**src/common/timer_aux_pkg.sv**
```systemverilog
`default_nettype none
package timer_aux_pkg;
    localparam int ADDR_W = 4;
    localparam int DATA_W = 8;
    localparam logic [3:0] OFS_T1_CTRL = 4'h0;
    localparam logic [3:0] OFS_T3_CTRL = 4'h1;
    localparam logic [3:0] OFS_T4_CTRL = 4'h2;
    localparam logic [3:0] OFS_MEAS_CTRL = 4'h3;
    localparam logic [3:0] OFS_PIN_CTRL = 4'h4;
    localparam logic [3:0] OFS_IRQ0_CTRL = 4'h5;
    localparam logic [3:0] OFS_IRQ1_CTRL = 4'h6;
    localparam logic [3:0] OFS_PWM_LOW = 4'h7;
    localparam logic [3:0] OFS_PWM_HIGH = 4'h8;
    localparam logic [3:0] OFS_T4_COUNT = 4'h9;
    localparam logic [3:0] OFS_FLAGS = 4'hA;
    localparam logic [3:0] OFS_STATUS = 4'hB;
    localparam int TC_RUN = 2;
    localparam int TC_AUTOSTOP = 3;
    localparam int T4C_RUN = 1;
    localparam int T4C_EXT = 2;
    localparam int T4C_PWM = 3;
    localparam int MC_ENABLE = 2;
    localparam int PF_PINA_FN = 0;
    localparam int PF_GATE = 1;
    localparam int PF_EDGE_A = 2;
    localparam int PF_EDGE_B = 3;
    localparam int IC_SYNC = 0;
    localparam int IC_BOTH = 1;
    localparam int IC_RISE = 2;
    localparam int IC_ENABLE = 3;
    localparam logic [1:0] TGT_OSC = 2'h0;
    localparam logic [1:0] TGT_PIN_A = 2'h1;
    localparam logic [1:0] TGT_IRQ_A = 2'h2;
    localparam logic [1:0] PINA_SRC_T1 = 2'h1;
    localparam logic [1:0] PINA_SRC_T2 = 2'h2;
    localparam logic [3:0] CTRL_RST = 4'h0;
    localparam logic [7:0] RELOAD_RST = 8'h00;
    typedef struct packed {
        logic o;
        logic oe;
    } pin_drive_t;
    typedef struct packed {
        logic t4;
        logic t3;
        logic t2;
        logic t1;
    } tflags_t;
    typedef enum {M_IDLE, M_ARMED, M_COUNT, M_DONE} meas_state_t;
endpackage
`default_nettype wire

```
**src/logic/timer_aux.sv**
```systemverilog
// The implementer's own choices: the address map and the strobed register port.
`timescale 1ns/1ps
`default_nettype none

module pin_sync
(
    input wire logic MCLK,
    input wire logic RESET,
    input wire logic CE,
    input wire logic PIN,
    output logic level,
    output logic rise,
    output logic fall
);
    logic s1;
    logic s2;
    logic s3;
    // first stage feeds only the second
    always_ff @(posedge MCLK)
    begin
        if (RESET)
        begin
            s1 <= 1'b0;
            s2 <= 1'b0;
            s3 <= 1'b0;
        end
        else if (CE)
        begin
            s1 <= PIN;
            s2 <= s1;
            s3 <= s2;
        end
    end
    assign level = s2;
    assign rise = s2 & ~s3;
    assign fall = ~s2 & s3;
endmodule

////////////////////////////////////////////////////////////////////////////////

module timer_aux
(
    input wire logic MCLK,
    input wire logic RESET,
    input wire logic CE,
    input wire logic [timer_aux_pkg::ADDR_W-1:0] ADDR,
    input wire logic [timer_aux_pkg::DATA_W-1:0] WDATA,
    input wire logic WR,
    input wire logic RD,
    output logic [timer_aux_pkg::DATA_W-1:0] RDATA,
    input wire logic EXT_IRQ_PIN_A,
    input wire logic EXT_IRQ_PIN_B,
    input wire logic TIMER_PIN_A_I,
    input wire logic TIMER_PIN_B_I,
    input wire logic OSC_DIV16,
    input wire logic T1_UNDERFLOW,
    input wire logic T2_UNDERFLOW,
    input wire logic T3_UNDERFLOW,
    input wire logic T3_PIN_SOURCE,
    input wire logic [1:0] PIN_A_OUT_SRC,
    input wire logic T4_COUNT_PULSE,
    input wire logic T4_HALF_PULSE,
    input wire timer_aux_pkg::tflags_t FLAG_ACK,
    output timer_aux_pkg::tflags_t IRQ_FLAGS,
    output logic T1_COUNT_ENABLE,
    output logic T3_COUNT_ENABLE,
    output logic T1_PIN_COUNT,
    output logic T3_PIN_COUNT,
    output logic T4_UNDERFLOW,
    output logic PWM_WAVE,
    output timer_aux_pkg::pin_drive_t TIMER_PIN_A,
    output timer_aux_pkg::pin_drive_t TIMER_PIN_B
);
    import timer_aux_pkg::*;

    logic [3:0] timer1_ctrl;
    logic [3:0] timer3_ctrl;
    logic [3:0] timer4_ctrl;
    logic [3:0] measure_ctrl;
    logic [3:0] pin_function_ctrl;
    logic [3:0] irq0_ctrl;
    logic [3:0] irq1_ctrl;
    logic [7:0] pwm_low_reload;
    logic [7:0] pwm_high_reload;
    logic [7:0] t4_cnt;
    logic ext_pend;
    logic sync1;
    logic sync3;
    logic gate_on;
    logic pina_toggle;
    logic meas_pol_low;
    meas_state_t mstate;
    tflags_t flags;
    logic ia_lvl, ia_rise, ia_fall;
    logic ib_lvl, ib_rise, ib_fall;
    logic pa_lvl, pa_rise, pa_fall;
    logic pb_lvl, pb_rise, pb_fall;
    logic osc_lvl, osc_d;
    logic irq0_valid;
    logic irq1_valid;
    logic wr_t4;
    logic t4_running;
    logic t4_uf;
    logic meas_start_edge;
    logic meas_stop_edge;
    logic meas_done_ev;
    logic pwm_enabled;
    logic [1:0] mcode;

    ////////////////////////////////////////////////////////////////////////////
    // pin synchronisers
    pin_sync u_ia (.MCLK(MCLK), .RESET(RESET), .CE(CE), .PIN(EXT_IRQ_PIN_A),
        .level(ia_lvl), .rise(ia_rise), .fall(ia_fall));
    pin_sync u_ib (.MCLK(MCLK), .RESET(RESET), .CE(CE), .PIN(EXT_IRQ_PIN_B),
        .level(ib_lvl), .rise(ib_rise), .fall(ib_fall));
    pin_sync u_pa (.MCLK(MCLK), .RESET(RESET), .CE(CE), .PIN(TIMER_PIN_A_I),
        .level(pa_lvl), .rise(pa_rise), .fall(pa_fall));
    pin_sync u_pb (.MCLK(MCLK), .RESET(RESET), .CE(CE), .PIN(TIMER_PIN_B_I),
        .level(pb_lvl), .rise(pb_rise), .fall(pb_fall));

    assign irq0_valid = irq0_ctrl[IC_ENABLE] & (irq0_ctrl[IC_BOTH] ? (ia_rise | ia_fall)
        : (irq0_ctrl[IC_RISE] ? ia_rise : ia_fall));
    assign irq1_valid = irq1_ctrl[IC_ENABLE] & (irq1_ctrl[IC_BOTH] ? (ib_rise | ib_fall)
        : (irq1_ctrl[IC_RISE] ? ib_rise : ib_fall));

    always_ff @(posedge MCLK)
    begin
        if (RESET)
            osc_d <= 1'b0;
        else if (CE)
            osc_d <= osc_lvl;
    end
    assign osc_lvl = OSC_DIV16;

    ////////////////////////////////////////////////////////////////////////////
    // control registers; hardware disarm of auto-stop loses to a same-cycle write
    always_ff @(posedge MCLK)
    begin
        if (RESET)
        begin
            timer1_ctrl <= CTRL_RST;
            timer3_ctrl <= CTRL_RST;
            timer4_ctrl <= CTRL_RST;
            measure_ctrl <= CTRL_RST;
            pin_function_ctrl <= CTRL_RST;
            irq0_ctrl <= CTRL_RST;
            irq1_ctrl <= CTRL_RST;
            pwm_low_reload <= RELOAD_RST;
            pwm_high_reload <= RELOAD_RST;
        end
        else if (CE)
        begin
            if (irq0_ctrl[IC_SYNC] && timer1_ctrl[TC_AUTOSTOP] && T1_UNDERFLOW)
                timer1_ctrl[TC_AUTOSTOP] <= 1'b0;
            if (irq1_ctrl[IC_SYNC] && timer3_ctrl[TC_AUTOSTOP] && T3_UNDERFLOW)
                timer3_ctrl[TC_AUTOSTOP] <= 1'b0;
            if (WR)
            begin
                case (ADDR)
                    OFS_T1_CTRL: timer1_ctrl <= WDATA[3:0];
                    OFS_T3_CTRL: timer3_ctrl <= WDATA[3:0];
                    OFS_T4_CTRL: timer4_ctrl <= WDATA[3:0];
                    OFS_MEAS_CTRL: measure_ctrl <= WDATA[3:0];
                    OFS_PIN_CTRL: pin_function_ctrl <= WDATA[3:0];
                    OFS_IRQ0_CTRL: irq0_ctrl <= WDATA[3:0];
                    OFS_IRQ1_CTRL: irq1_ctrl <= WDATA[3:0];
                    OFS_PWM_LOW: pwm_low_reload <= WDATA;
                    OFS_T4_COUNT: pwm_low_reload <= WDATA;
                    OFS_PWM_HIGH: pwm_high_reload <= WDATA;
                    default: ;
                endcase
            end
        end
    end

    ////////////////////////////////////////////////////////////////////////////
    // start gates
    always_ff @(posedge MCLK)
    begin
        if (RESET)
        begin
            sync1 <= 1'b0;
            sync3 <= 1'b0;
        end
        else if (CE)
        begin
            if (!irq0_ctrl[IC_SYNC])
                sync1 <= 1'b0;
            else if (timer1_ctrl[TC_AUTOSTOP] && T1_UNDERFLOW)
                sync1 <= 1'b0;
            else if (irq0_valid)
                sync1 <= 1'b1;
            if (!irq1_ctrl[IC_SYNC])
                sync3 <= 1'b0;
            else if (timer3_ctrl[TC_AUTOSTOP] && T3_UNDERFLOW)
                sync3 <= 1'b0;
            else if (irq1_valid)
                sync3 <= 1'b1;
        end
    end

    ////////////////////////////////////////////////////////////////////////////
    // measurement circuit; a target edge before timer 1 runs is not counted
    assign mcode = measure_ctrl[1:0];

    always_comb
    begin
        meas_start_edge = 1'b0;
        meas_stop_edge = 1'b0;
        case (mcode)
            TGT_OSC:
            begin
                meas_start_edge = ~osc_lvl & osc_d;
                meas_stop_edge = ~osc_lvl & osc_d;
            end
            TGT_PIN_A:
            begin
                meas_start_edge = pin_function_ctrl[PF_EDGE_A] ? pa_rise : pa_fall;
                meas_stop_edge = meas_start_edge;
            end
            TGT_IRQ_A:
            begin
                if (irq0_ctrl[IC_BOTH])
                begin
                    meas_start_edge = meas_pol_low ? ia_fall : ia_rise;
                    meas_stop_edge = meas_pol_low ? ia_rise : ia_fall;
                end
                else
                begin
                    meas_start_edge = irq0_ctrl[IC_RISE] ? ia_rise : ia_fall;
                    meas_stop_edge = meas_start_edge;
                end
            end
            default: ;
        endcase
    end

    assign meas_done_ev = (mstate == M_COUNT) && meas_stop_edge;

    always_ff @(posedge MCLK)
    begin
        if (RESET)
        begin
            mstate <= M_IDLE;
            meas_pol_low <= 1'b0;
        end
        else if (CE)
        begin
            if (!measure_ctrl[MC_ENABLE])
                mstate <= M_IDLE;
            else
            begin
                case (mstate)
                    M_IDLE:
                    begin
                        if (timer1_ctrl[TC_RUN])
                        begin
                            mstate <= M_ARMED;
                            meas_pol_low <= ia_lvl;
                        end
                    end
                    M_ARMED:
                    begin
                        if (meas_start_edge)
                            mstate <= M_COUNT;
                    end
                    M_COUNT:
                    begin
                        if (meas_stop_edge)
                            mstate <= M_DONE;
                    end
                    M_DONE: ;
                    default: mstate <= M_IDLE;
                endcase
            end
        end
    end

    ////////////////////////////////////////////////////////////////////////////
    // timer 4 and pwm
    assign wr_t4 = WR && (ADDR == OFS_T4_COUNT);
    // high interval runs out before stopping
    assign t4_running = timer4_ctrl[T4C_RUN] | (timer4_ctrl[T4C_PWM] & PWM_WAVE);
    assign t4_uf = t4_running && !ext_pend && T4_COUNT_PULSE && (t4_cnt == 8'h00) && !wr_t4;

    always_ff @(posedge MCLK)
    begin
        if (RESET)
        begin
            t4_cnt <= RELOAD_RST;
            PWM_WAVE <= 1'b0;
            ext_pend <= 1'b0;
        end
        else if (CE)
        begin
            if (wr_t4)
            begin
                t4_cnt <= WDATA;
                PWM_WAVE <= 1'b0;
                ext_pend <= 1'b0;
            end
            else if (ext_pend)
            begin
                if (T4_HALF_PULSE)
                begin
                    ext_pend <= 1'b0;
                    PWM_WAVE <= 1'b0;
                end
            end
            else if (t4_uf)
            begin
                if (timer4_ctrl[T4C_PWM] && !PWM_WAVE)
                begin
                    t4_cnt <= pwm_high_reload;
                    PWM_WAVE <= 1'b1;
                end
                else
                begin
                    t4_cnt <= pwm_low_reload;
                    // hold high for half a period
                    if (timer4_ctrl[T4C_PWM] && timer4_ctrl[T4C_EXT])
                        ext_pend <= 1'b1;
                    else
                        PWM_WAVE <= 1'b0;
                end
            end
            else if (t4_running && T4_COUNT_PULSE)
                t4_cnt <= t4_cnt - 8'h01;
            if (!timer4_ctrl[T4C_PWM] && !wr_t4)
            begin
                PWM_WAVE <= 1'b0;
                ext_pend <= 1'b0;
            end
        end
    end

    always_ff @(posedge MCLK)
    begin
        if (RESET)
            gate_on <= 1'b0;
        else if (CE)
        begin
            if (!pin_function_ctrl[PF_GATE] || !timer3_ctrl[TC_RUN])
                gate_on <= 1'b0;
            else if (T3_UNDERFLOW)
                gate_on <= ~gate_on;
        end
    end
    assign pwm_enabled = ~(pin_function_ctrl[PF_GATE] & timer3_ctrl[TC_RUN]) | gate_on;

    ////////////////////////////////////////////////////////////////////////////
    // flags: a set beats a same-cycle clear
    always_ff @(posedge MCLK)
    begin
        if (RESET)
            flags <= '0;
        else if (CE)
        begin
            // set on underflow (t1 while measuring: on measurement done), clear on ack
            flags.t1 <= (measure_ctrl[MC_ENABLE] ? meas_done_ev : T1_UNDERFLOW)
                | (flags.t1 & ~FLAG_ACK.t1 & ~(WR && ADDR == OFS_FLAGS && WDATA[0]));
            flags.t2 <= T2_UNDERFLOW
                | (flags.t2 & ~FLAG_ACK.t2 & ~(WR && ADDR == OFS_FLAGS && WDATA[1]));
            flags.t3 <= T3_UNDERFLOW
                | (flags.t3 & ~FLAG_ACK.t3 & ~(WR && ADDR == OFS_FLAGS && WDATA[2]));
            flags.t4 <= t4_uf
                | (flags.t4 & ~FLAG_ACK.t4 & ~(WR && ADDR == OFS_FLAGS && WDATA[3]));
        end
    end
    assign IRQ_FLAGS = flags;

    ////////////////////////////////////////////////////////////////////////////
    // timer pins and gates
    always_ff @(posedge MCLK)
    begin
        if (RESET)
        begin
            pina_toggle <= 1'b0;
            TIMER_PIN_A <= '0;
            TIMER_PIN_B <= '0;
            T1_COUNT_ENABLE <= 1'b0;
            T3_COUNT_ENABLE <= 1'b0;
            T1_PIN_COUNT <= 1'b0;
            T3_PIN_COUNT <= 1'b0;
            T4_UNDERFLOW <= 1'b0;
        end
        else if (CE)
        begin
            if ((PIN_A_OUT_SRC == PINA_SRC_T1 && T1_UNDERFLOW)
                || (PIN_A_OUT_SRC == PINA_SRC_T2 && T2_UNDERFLOW))
                pina_toggle <= ~pina_toggle;
            TIMER_PIN_A.o <= pina_toggle;
            TIMER_PIN_A.oe <= pin_function_ctrl[PF_PINA_FN]
                & (PIN_A_OUT_SRC == PINA_SRC_T1 || PIN_A_OUT_SRC == PINA_SRC_T2);
            TIMER_PIN_B.o <= PWM_WAVE & pwm_enabled;
            TIMER_PIN_B.oe <= timer4_ctrl[T4C_PWM] & ~T3_PIN_SOURCE;
            T1_PIN_COUNT <= pin_function_ctrl[PF_EDGE_A] ? pa_rise : pa_fall;
            T3_PIN_COUNT <= T3_PIN_SOURCE & (pin_function_ctrl[PF_EDGE_B] ? pb_rise : pb_fall);
            T1_COUNT_ENABLE <= timer1_ctrl[TC_RUN] & (~irq0_ctrl[IC_SYNC] | sync1)
                & (~measure_ctrl[MC_ENABLE] | (mstate == M_COUNT));
            T3_COUNT_ENABLE <= timer3_ctrl[TC_RUN] & (~irq1_ctrl[IC_SYNC] | sync3);
            T4_UNDERFLOW <= t4_uf;
        end
    end

    ////////////////////////////////////////////////////////////////////////////
    // read port
    always_ff @(posedge MCLK)
    begin
        if (RESET)
            RDATA <= '0;
        else if (CE)
        begin
            RDATA <= '0;
            if (RD)
            begin
                case (ADDR)
                    OFS_T1_CTRL: RDATA <= {4'h0, timer1_ctrl};
                    OFS_T3_CTRL: RDATA <= {4'h0, timer3_ctrl};
                    OFS_T4_CTRL: RDATA <= {4'h0, timer4_ctrl};
                    OFS_MEAS_CTRL: RDATA <= {4'h0, measure_ctrl};
                    OFS_PIN_CTRL: RDATA <= {4'h0, pin_function_ctrl};
                    OFS_IRQ0_CTRL: RDATA <= {4'h0, irq0_ctrl};
                    OFS_IRQ1_CTRL: RDATA <= {4'h0, irq1_ctrl};
                    OFS_PWM_LOW: RDATA <= pwm_low_reload;
                    OFS_PWM_HIGH: RDATA <= pwm_high_reload;
                    OFS_T4_COUNT: RDATA <= t4_cnt;
                    OFS_FLAGS: RDATA <= {4'h0, flags};
                    OFS_STATUS: RDATA <= {1'b0, gate_on, ext_pend, PWM_WAVE,
                        mstate == M_DONE, mstate == M_COUNT, sync3, sync1};
                    default: RDATA <= '0;
                endcase
            end
        end
    end
endmodule

`default_nettype wire

```
**config.mk**
```make
export PLATFORM = sky130hd
export DESIGN_NAME = timer_aux
export DESIGN_NICKNAME = d
export VERILOG_FILES = /design/src/common/timer_aux_pkg.sv /design/src/logic/timer_aux.sv
export SDC_FILE = /design/constraint.sdc
export NUM_CORES = 1
export LEC_CHECK = 0
export BUFFER_PORTS_ARGS = -buffer_cell sky130_fd_sc_hd__buf_2
export CAP_MARGIN = 20
export CORE_ASPECT_RATIO = 1.5
export CORE_MARGIN = 2
export CORE_UTILIZATION = 50
export DETAILED_ROUTE_END_ITERATION = 8
export GPL_TIMING_DRIVEN = 0
export PLACE_DENSITY_LB_ADDON = 0.08
export SLEW_MARGIN = 20
export SYNTH_ARGS = -nofsm -noshare
export SYNTH_HDL_FRONTEND = slang
export SYNTH_SLANG_ARGS = --single-unit
```
**constraint.sdc**
```tcl
create_clock -name MCLK -period 5.4 [get_ports MCLK]
set_input_delay 0.54 -clock MCLK [delete_from_list [all_inputs] [get_ports MCLK]]
set_output_delay 0.54 -clock MCLK [all_outputs]
set_load 0.1 [all_outputs]
```
==> results of run 1 <==
==> worst max-delay path: stages <==
cell and delay, ns:
buf_2 0.14, clkbuf_1 0.26, nor2_1 0.64, nand4_1 0.67, mux2i_1 0.36, nor2_1 0.05
==> logic make-up (layout without fill, tap and decap cells) <==
kind of cell / count (synthesis) / count (layout) / share of synthesized area
adders and majority gates: 12 / 12 / 0.0295
xor gates and xnor gates: 5 / 5 / 0.00860
AOI/OAI and AO/OA: 121 / 121 / 0.161
muxes: 72 / 72 / 0.148
DFF: 95 / 95 / 0.373
buffers and inverters: 64 / 131 / 0.0553
and+or+nand+nor: 237 / 237 / 0.225
==> cells in the mapped netlist, drive strengths merged, types with 7 or more instances <==
cell and instances:
dfxtp 95, nor2 90, nand2 70, mux2i 64, a21oi 37, clkbuf 29
buf 18, nand3 18, inv 17, o21ai 15, a22oi 12, ha 12
nor3 11, nor2b 9, a211oi 7
==> final cells by class <==
| type | instances | area [um^2] | share of cell area |
|---|---|---|---|
| inverter | 17 | 63.8 | 0.0110 |
| timing repair buffer | 51 | 255 | 0.0441 |
| clock buffer | 10 | 229 | 0.0395 |
| sequential | 95 | 1900 | 0.328 |
| clock inverter | 6 | 67.6 | 0.0117 |
| tap | 117 | 146 | 0.0253 |
| multi-input combinational | 447 | 2910 | 0.502 |
| buffer | 47 | 218 | 0.0376 |
==> placed cells by master (no fill, tap or decap), drive strengths merged, types with 5 or more instances in the layout <==
cell / synthesis / final
nor3: 11 / 11
a32oi: 5 / 5
nor2b: 9 / 9
and3: 5 / 5
dfxtp: 95 / 95
ha: 12 / 12
a21oi: 37 / 37
nand4: 5 / 5
nand2b: 5 / 5
a311oi: 6 / 6
mux2i: 64 / 64
a22oi: 12 / 12
inv: 17 / 19
nand3: 18 / 18
clkbuf: 29 / 39
mux2: 6 / 6
o21ai: 15 / 15
nand2: 70 / 70
a211oi: 7 / 7
nor2: 90 / 90
buf: 18 / 69
a31oi: 6 / 6
nor4b: 5 / 5
==> flip-flops by register name, summed over array words and instances (netlist names), 2 cells and up <==
name,flops
IRQ_FLAGS,4
RDATA,8
TIMER_PIN_A,2
TIMER_PIN_B,2
irq0_ctrl,4
irq1_ctrl,4
measure_ctrl,4
mstate,2
pin_function_ctrl,4
pwm_high_reload,8
pwm_low_reload,8
t4_cnt,8
timer1_ctrl,4
timer3_ctrl,4
timer4_ctrl,4
==> worst min path at each step <==
stage | startpoint | end | slack, ns | cells past startpoint
2_1_floorplan | timer3_ctrl[1] | timer3_ctrl[1] | 0.43 | 2
3_3_place_gp | timer3_ctrl[1] | timer3_ctrl[1] | 0.44 | 2
3_5_place_dp | timer1_ctrl[1] | timer1_ctrl[1] | 0.45 | 2
4_1_cts | TIMER_PIN_A_I | u_pa.s1 | 0.42 | 3
5_1_grt | TIMER_PIN_A_I | u_pa.s1 | 0.45 | 3
6_report | EXT_IRQ_PIN_B | u_ib.s1 | 0.43 | 3
==> layer usage <==
metal	routed length (um)	global-route usage	vias to the layer above
met5	0	0	-
met4	1180	0.218	0
met3	627	0.0581	62
met2	8830	0.558	158
met1	6580	0.366	2310
li1	-	-	2281
==> power breakdown <==
group | internal [mW] | switching [mW]
sequential | 0.711 | 0.00896
clock | 0.362 | 0.280
combinational | 0.0488 | 0.115
total | 1.12 | 0.404
==> stage by stage <==
step	util	instances	power, mW	setup WS [ns]
after CTS	0.578	790	1.53	2.94
after floorplan	-	606	0.838	2.69
after global placement	0.548	774	0.895	2.59
after global routing	0.578	790	1.58	2.77
after detailed placement	0.548	774	0.897	2.57
final	0.578	790	1.53	2.94
==> reports/metrics.csv, run 1 <==
metric,value,unit
Worst Max-Slew Pin Slew,1.05,ns
"Net count, final",714,
first-pass GRT wire length,26900,um
Mapped Area,5090,um^2
hold crit path type,in -> reg,
GRT Resource Usage Total,0.328,
Max Slew Vio Count,0,
placed standard-cell area,5500,um^2
overall die height,128,um
Synthesized Nets,652,
gr ovfl total,0,
gp weighted congestion,0.978,
total routed wirelength,17200,um
die width,86.4,um
Area Growth Syn to Fin,13.7,%
CP Max Fanout,10,
port bufs,51,
CP startpoint kind,primary input,
power per cell area,263,nW/um^2
Avg Inst Size Synth,8.41,um^2
layout cell share with drive strength beyond 1,0.144,
Core Rows,45,
Initial Utilization,0.508,
distinct cell type count after synthesis,61,
clock root buffer master,clkbuf_16,
routed length per instance,21.8,um
RSZ-0062 raised after global routing,false,
Synth area leaders,"dfxtp_1 37%, mux2i_1 13%, nor2_1 6.6%",
Hold Worst Slack,0.431,ns
crit path to,pwm_high_reload[5],
asr flop ratio synth,0,
# hold bufs at CTS,0,
"reg-to-reg slack, setup",2.96,ns
P_leak,2.29,nW
CTS H-tree lvls,3,
Pre-Repair DR Iteration Count,5,
CTS Buffer Depth,2,
Critical Path RT,5.62,ns
Post-synth EDFFs,0,
status,finished clean,
Antenna Nets Post-Route,0,
YS warnings,0,
final instance area,5790,um^2
Hold Fails Final Rpt,0,
Crit Path Class,in -> reg,
largest net degree at the start of global routing,17,
post-CTS setup buffers,0,
Post-Synthesis Cells,606,
die footprint,11000,um^2
Max-Cap Viols,0,
detailed placement HPWL,13100,um
number of diodes,0,
antenna violations before repair,0,
setup total negative slack,0,ns
Max VDD drop,0.000186,V
via density per instance,6.09,
number of global-route vias before repair,4869,
RR Startpoint,timer4_ctrl[3],
register area share after synthesis,0.373,
CP arrival,2.67,ns
"Clk pin slew, worst setup/hold paths",0.07,ns
R2R Path End,t4_cnt[5],
R2R cell count,7,
post-cts sizing count,0,
Worst Setup SP,ADDR[1],
# clock sinks,95,
CTS tree,built,
First DRT Iteration DRCs,322,
"Min Clock Period, post-route",2.46,ns
Core ar.,10000,um^2
Clock Latency Late Sink,0.35,ns
Tcrit/Tclk final,0.455,
Yosys top cell by area,dfxtp_1,
CP Capture Type,flip-flop,
Seq cells post-synth,95,
final routed DRC violation total,0,
Vias,4811,
Final Setup Violations,0,
IO Count,56,
fill count,980,
fmax,0.407,GHz
cts bufs inserted,9,
Slew headroom,0.296,
Synth top area share,0.373,
"Top FF cell, synth",dfxtp_1,
clock skew,0.00750,ns
Note: power is estimated with default switching activity, not from simulation.
==> run 2, diff against run 1 <==
- ABC_AREA: not set -> 1
- clock period: 5.4 -> 2.1 ns (I/O delays scaled with it)
==> run 2 against run 1 <==
  * Die area decreased by 2.1%
  * Cell count rose by 19%
  * First-iteration DRC count is 37% higher
  * Synthesized cell count rose by 25%
  * Total power grew to 2.7 times the previous value
  * Critical path type is now reg -> reg
  * Clock-buffer cell count unchanged
  * Non-clock buffer count shrank 16
  * Via count grew 12%
  * Global-route usage up 1.4 points
  * Sequential share of layout area increased by 0.42 points
==> reports/metrics.csv, run 2 <==
metric,value,unit
status,finished clean,
CTS tree,built,
Slew headroom,0.491,
"commonest non-fill, non-tap cell in the layout",nand2_1,
Hold Worst Slack,0.0785,ns
Post-synth EDFFs,0,
Final Setup Violations,0,
Max Slew Vio Count,0,
CP arrival,2.12,ns
synth cell count leaders,"214 x nand2_1, 95 x dfxtp_1, 82 x a21oi_1",
"Min Clock Period, post-route",1.84,ns
Synth area leaders,"dfxtp_1 38%, nand2_1 16%, a21oi_1 8.2%",
distinct cell type count after synthesis,35,
most frequent CP cell,nand2_1,
post-cts sizing count,0,
"Net count, final",867,
Synthesized Nets,802,
number of diodes,0,
Worst path max stage delay,0.39,ns
fmax,0.544,GHz
asr flop ratio synth,0,
RR Startpoint,t4_cnt[2],
first-pass GRT wire length,27800,um
Initial Utilization,0.514,
Yosys top cell by area,dfxtp_1,
CTS Buffer Depth,2,
GRT Resource Usage Total,0.342,
Power Total,4.18,mW
First DRT Iteration DRCs,440,
total routed wirelength,18000,um
Core Rows,44,
Synth top area share,0.382,
Multi-input gate area,2680,um^2
YS warnings,0,
power per cell area,731,nW/um^2
CP bufs+invs,1,
most frequent cell after synthesis,nand2_1,
Reg area,1900,um^2
Pre-Repair DR Iteration Count,6,
CTS H-tree lvls,3,
detailed placement HPWL,13800,um
Worst Setup SP,t4_cnt[2],
Post-Synth Adder-Cell Area,0.0301,
Hold Fails Final Rpt,0,
die footprint,10800,um^2
IO Count,56,
Post-Synthesis Cells,756,
clock skew,0.00561,ns
# clock sinks,95,
CP Capture Type,flip-flop,
largest net degree at the start of global routing,17,
# hold bufs at CTS,0,
Avg Inst Size Synth,6.59,um^2
cell family with the largest share of critical-path delay,simple AND/OR/NAND/NOR gates,
Max-Cap Viols,0,
Max VDD drop,0.000516,V
most frequent cells in the layout,"214 x nand2_1, 95 x dfxtp_1, 82 x a21oi_1",
Crit Path Class,reg -> reg,
antenna violations before repair,0,
HP Start,EXT_IRQ_PIN_B,
register area share after synthesis,0.382,
clock root buffer master,clkbuf_16,
CP startpoint kind,flip-flop,
routed length per instance,19.2,um
post-synthesis xor/xnor area fraction,0.00352,
largest family of logic cells by synthesized area,simple AND/OR/NAND/NOR gates,
P_leak,2.46,nW
number of global-route vias before repair,5179,
via density per instance,5.75,
Critical Path RT,2.38,ns
hold crit path type,in -> reg,
Clock Latency Late Sink,0.35,ns
gp weighted congestion,0.978,
die width,85.5,um
layout cell share with drive strength beyond 1,0.125,
RSZ-0062 raised after global routing,false,
Core ar.,9690,um^2
Seq cells post-synth,95,
overall die height,126,um
Worst Max-Slew Pin Slew,0.764,ns
cts bufs inserted,9,
post-CTS setup buffers,0,
Vias,5409,
post-synthesis compound-gate area fraction,0.187,
CP Cell Sequence,nor2_1 -> nand2_1 -> nor2_4 -> nand3_4 -> inv_2 -> nand2_1 -> nand2_1 -> nand2_1 -> a21oi_1,
"Top FF cell, synth",dfxtp_1,
port bufs,54,
Tcrit/Tclk final,0.875,
Antenna Nets Post-Route,0,
"Clk pin slew, worst setup/hold paths",0.07,ns
post-synthesis simple-gate area fraction,0.317,
proportion of synthesized area in mux cells,0,
CP max-delay cell,dfxtp_1,
Area Growth Syn to Fin,14.8,%
CP Max Fanout,8,
gr ovfl total,0,
Mapped Area,4980,um^2
fill count,994,
final routed DRC violation total,0,
setup total negative slack,0,ns
run 2: cell count changes in the layout (fill, tap and decap cells not counted), moves of 33 or more:
cell,delta
mux2i_1,-64
o21ai_0,+57
inv_1,+49
nand2_1,+144
a21oi_1,+45
nand3_1,+33
run 2: cell type report:
type | count | area share
Sequential cell | 95 | 0.333
Buffer | 28 | 0.0214
Multi-Input combinational cell | 559 | 0.469
Clock buffer | 10 | 0.0400
Inverter | 74 | 0.0486
Clock inverter | 6 | 0.0162
Tap cell | 115 | 0.0252
Timing Repair Buffer | 54 | 0.0473
run 2: worst paths after layout:
kind / cells past startpoint / slack [ns] / endpoint
setup / recovery: 9 / 0.26 / t4_cnt[1]
hold / removal: 3 / 0.08 / u_ib.s1
setup reg to reg: 9 / 0.26 / t4_cnt[1]
hold reg to reg: 2 / 0.46 / timer1_ctrl[0]
run 2: report_power, final:
part           internal, mW  switching (mW)  total [mW]
Clock                  1.05           0.740        1.79
Sequential             1.85          0.0366        1.88
Combinational         0.125           0.381       0.506
Total                  3.02            1.16        4.18
run 2: cell families (layout without fill, tap and decap cells):
group,after synthesis,in the layout
adder cells (fa/ha/maj),12,12
buffers and inverters,102,172
AO/OA/AOI/OAI,176,176
AND/OR/NAND/NOR,369,369
flip-flops,95,95
XOR/XNOR,2,2
run 2: worst min-delay path: stages:
cell    delay [ns]
buf_2         0.07
nor2_1        0.03
nor2_1        0.08
run 2: layer usage:
layer | track usage | wire length (um) | up-vias
met5 | 0 | 0 | -
met4 | 0.235 | 1360 | 0
met3 | 0.0472 | 1200 | 79
met2 | 0.603 | 9090 | 224
met1 | 0.370 | 6370 | 2496
li1 | - | - | 2610
run 2: stage by stage:
step	cells	setup WS, ns	util	cell area [um^2]
2_1_floorplan	756	0.0311	-	4980
3_3_place_gp	925	0.115	0.557	5400
3_5_place_dp	925	0.116	0.557	5400
5_1_grt	941	0.120	0.590	5720
6_report	941	0.263	0.590	5720
4_1_cts	941	0.343	0.590	5720
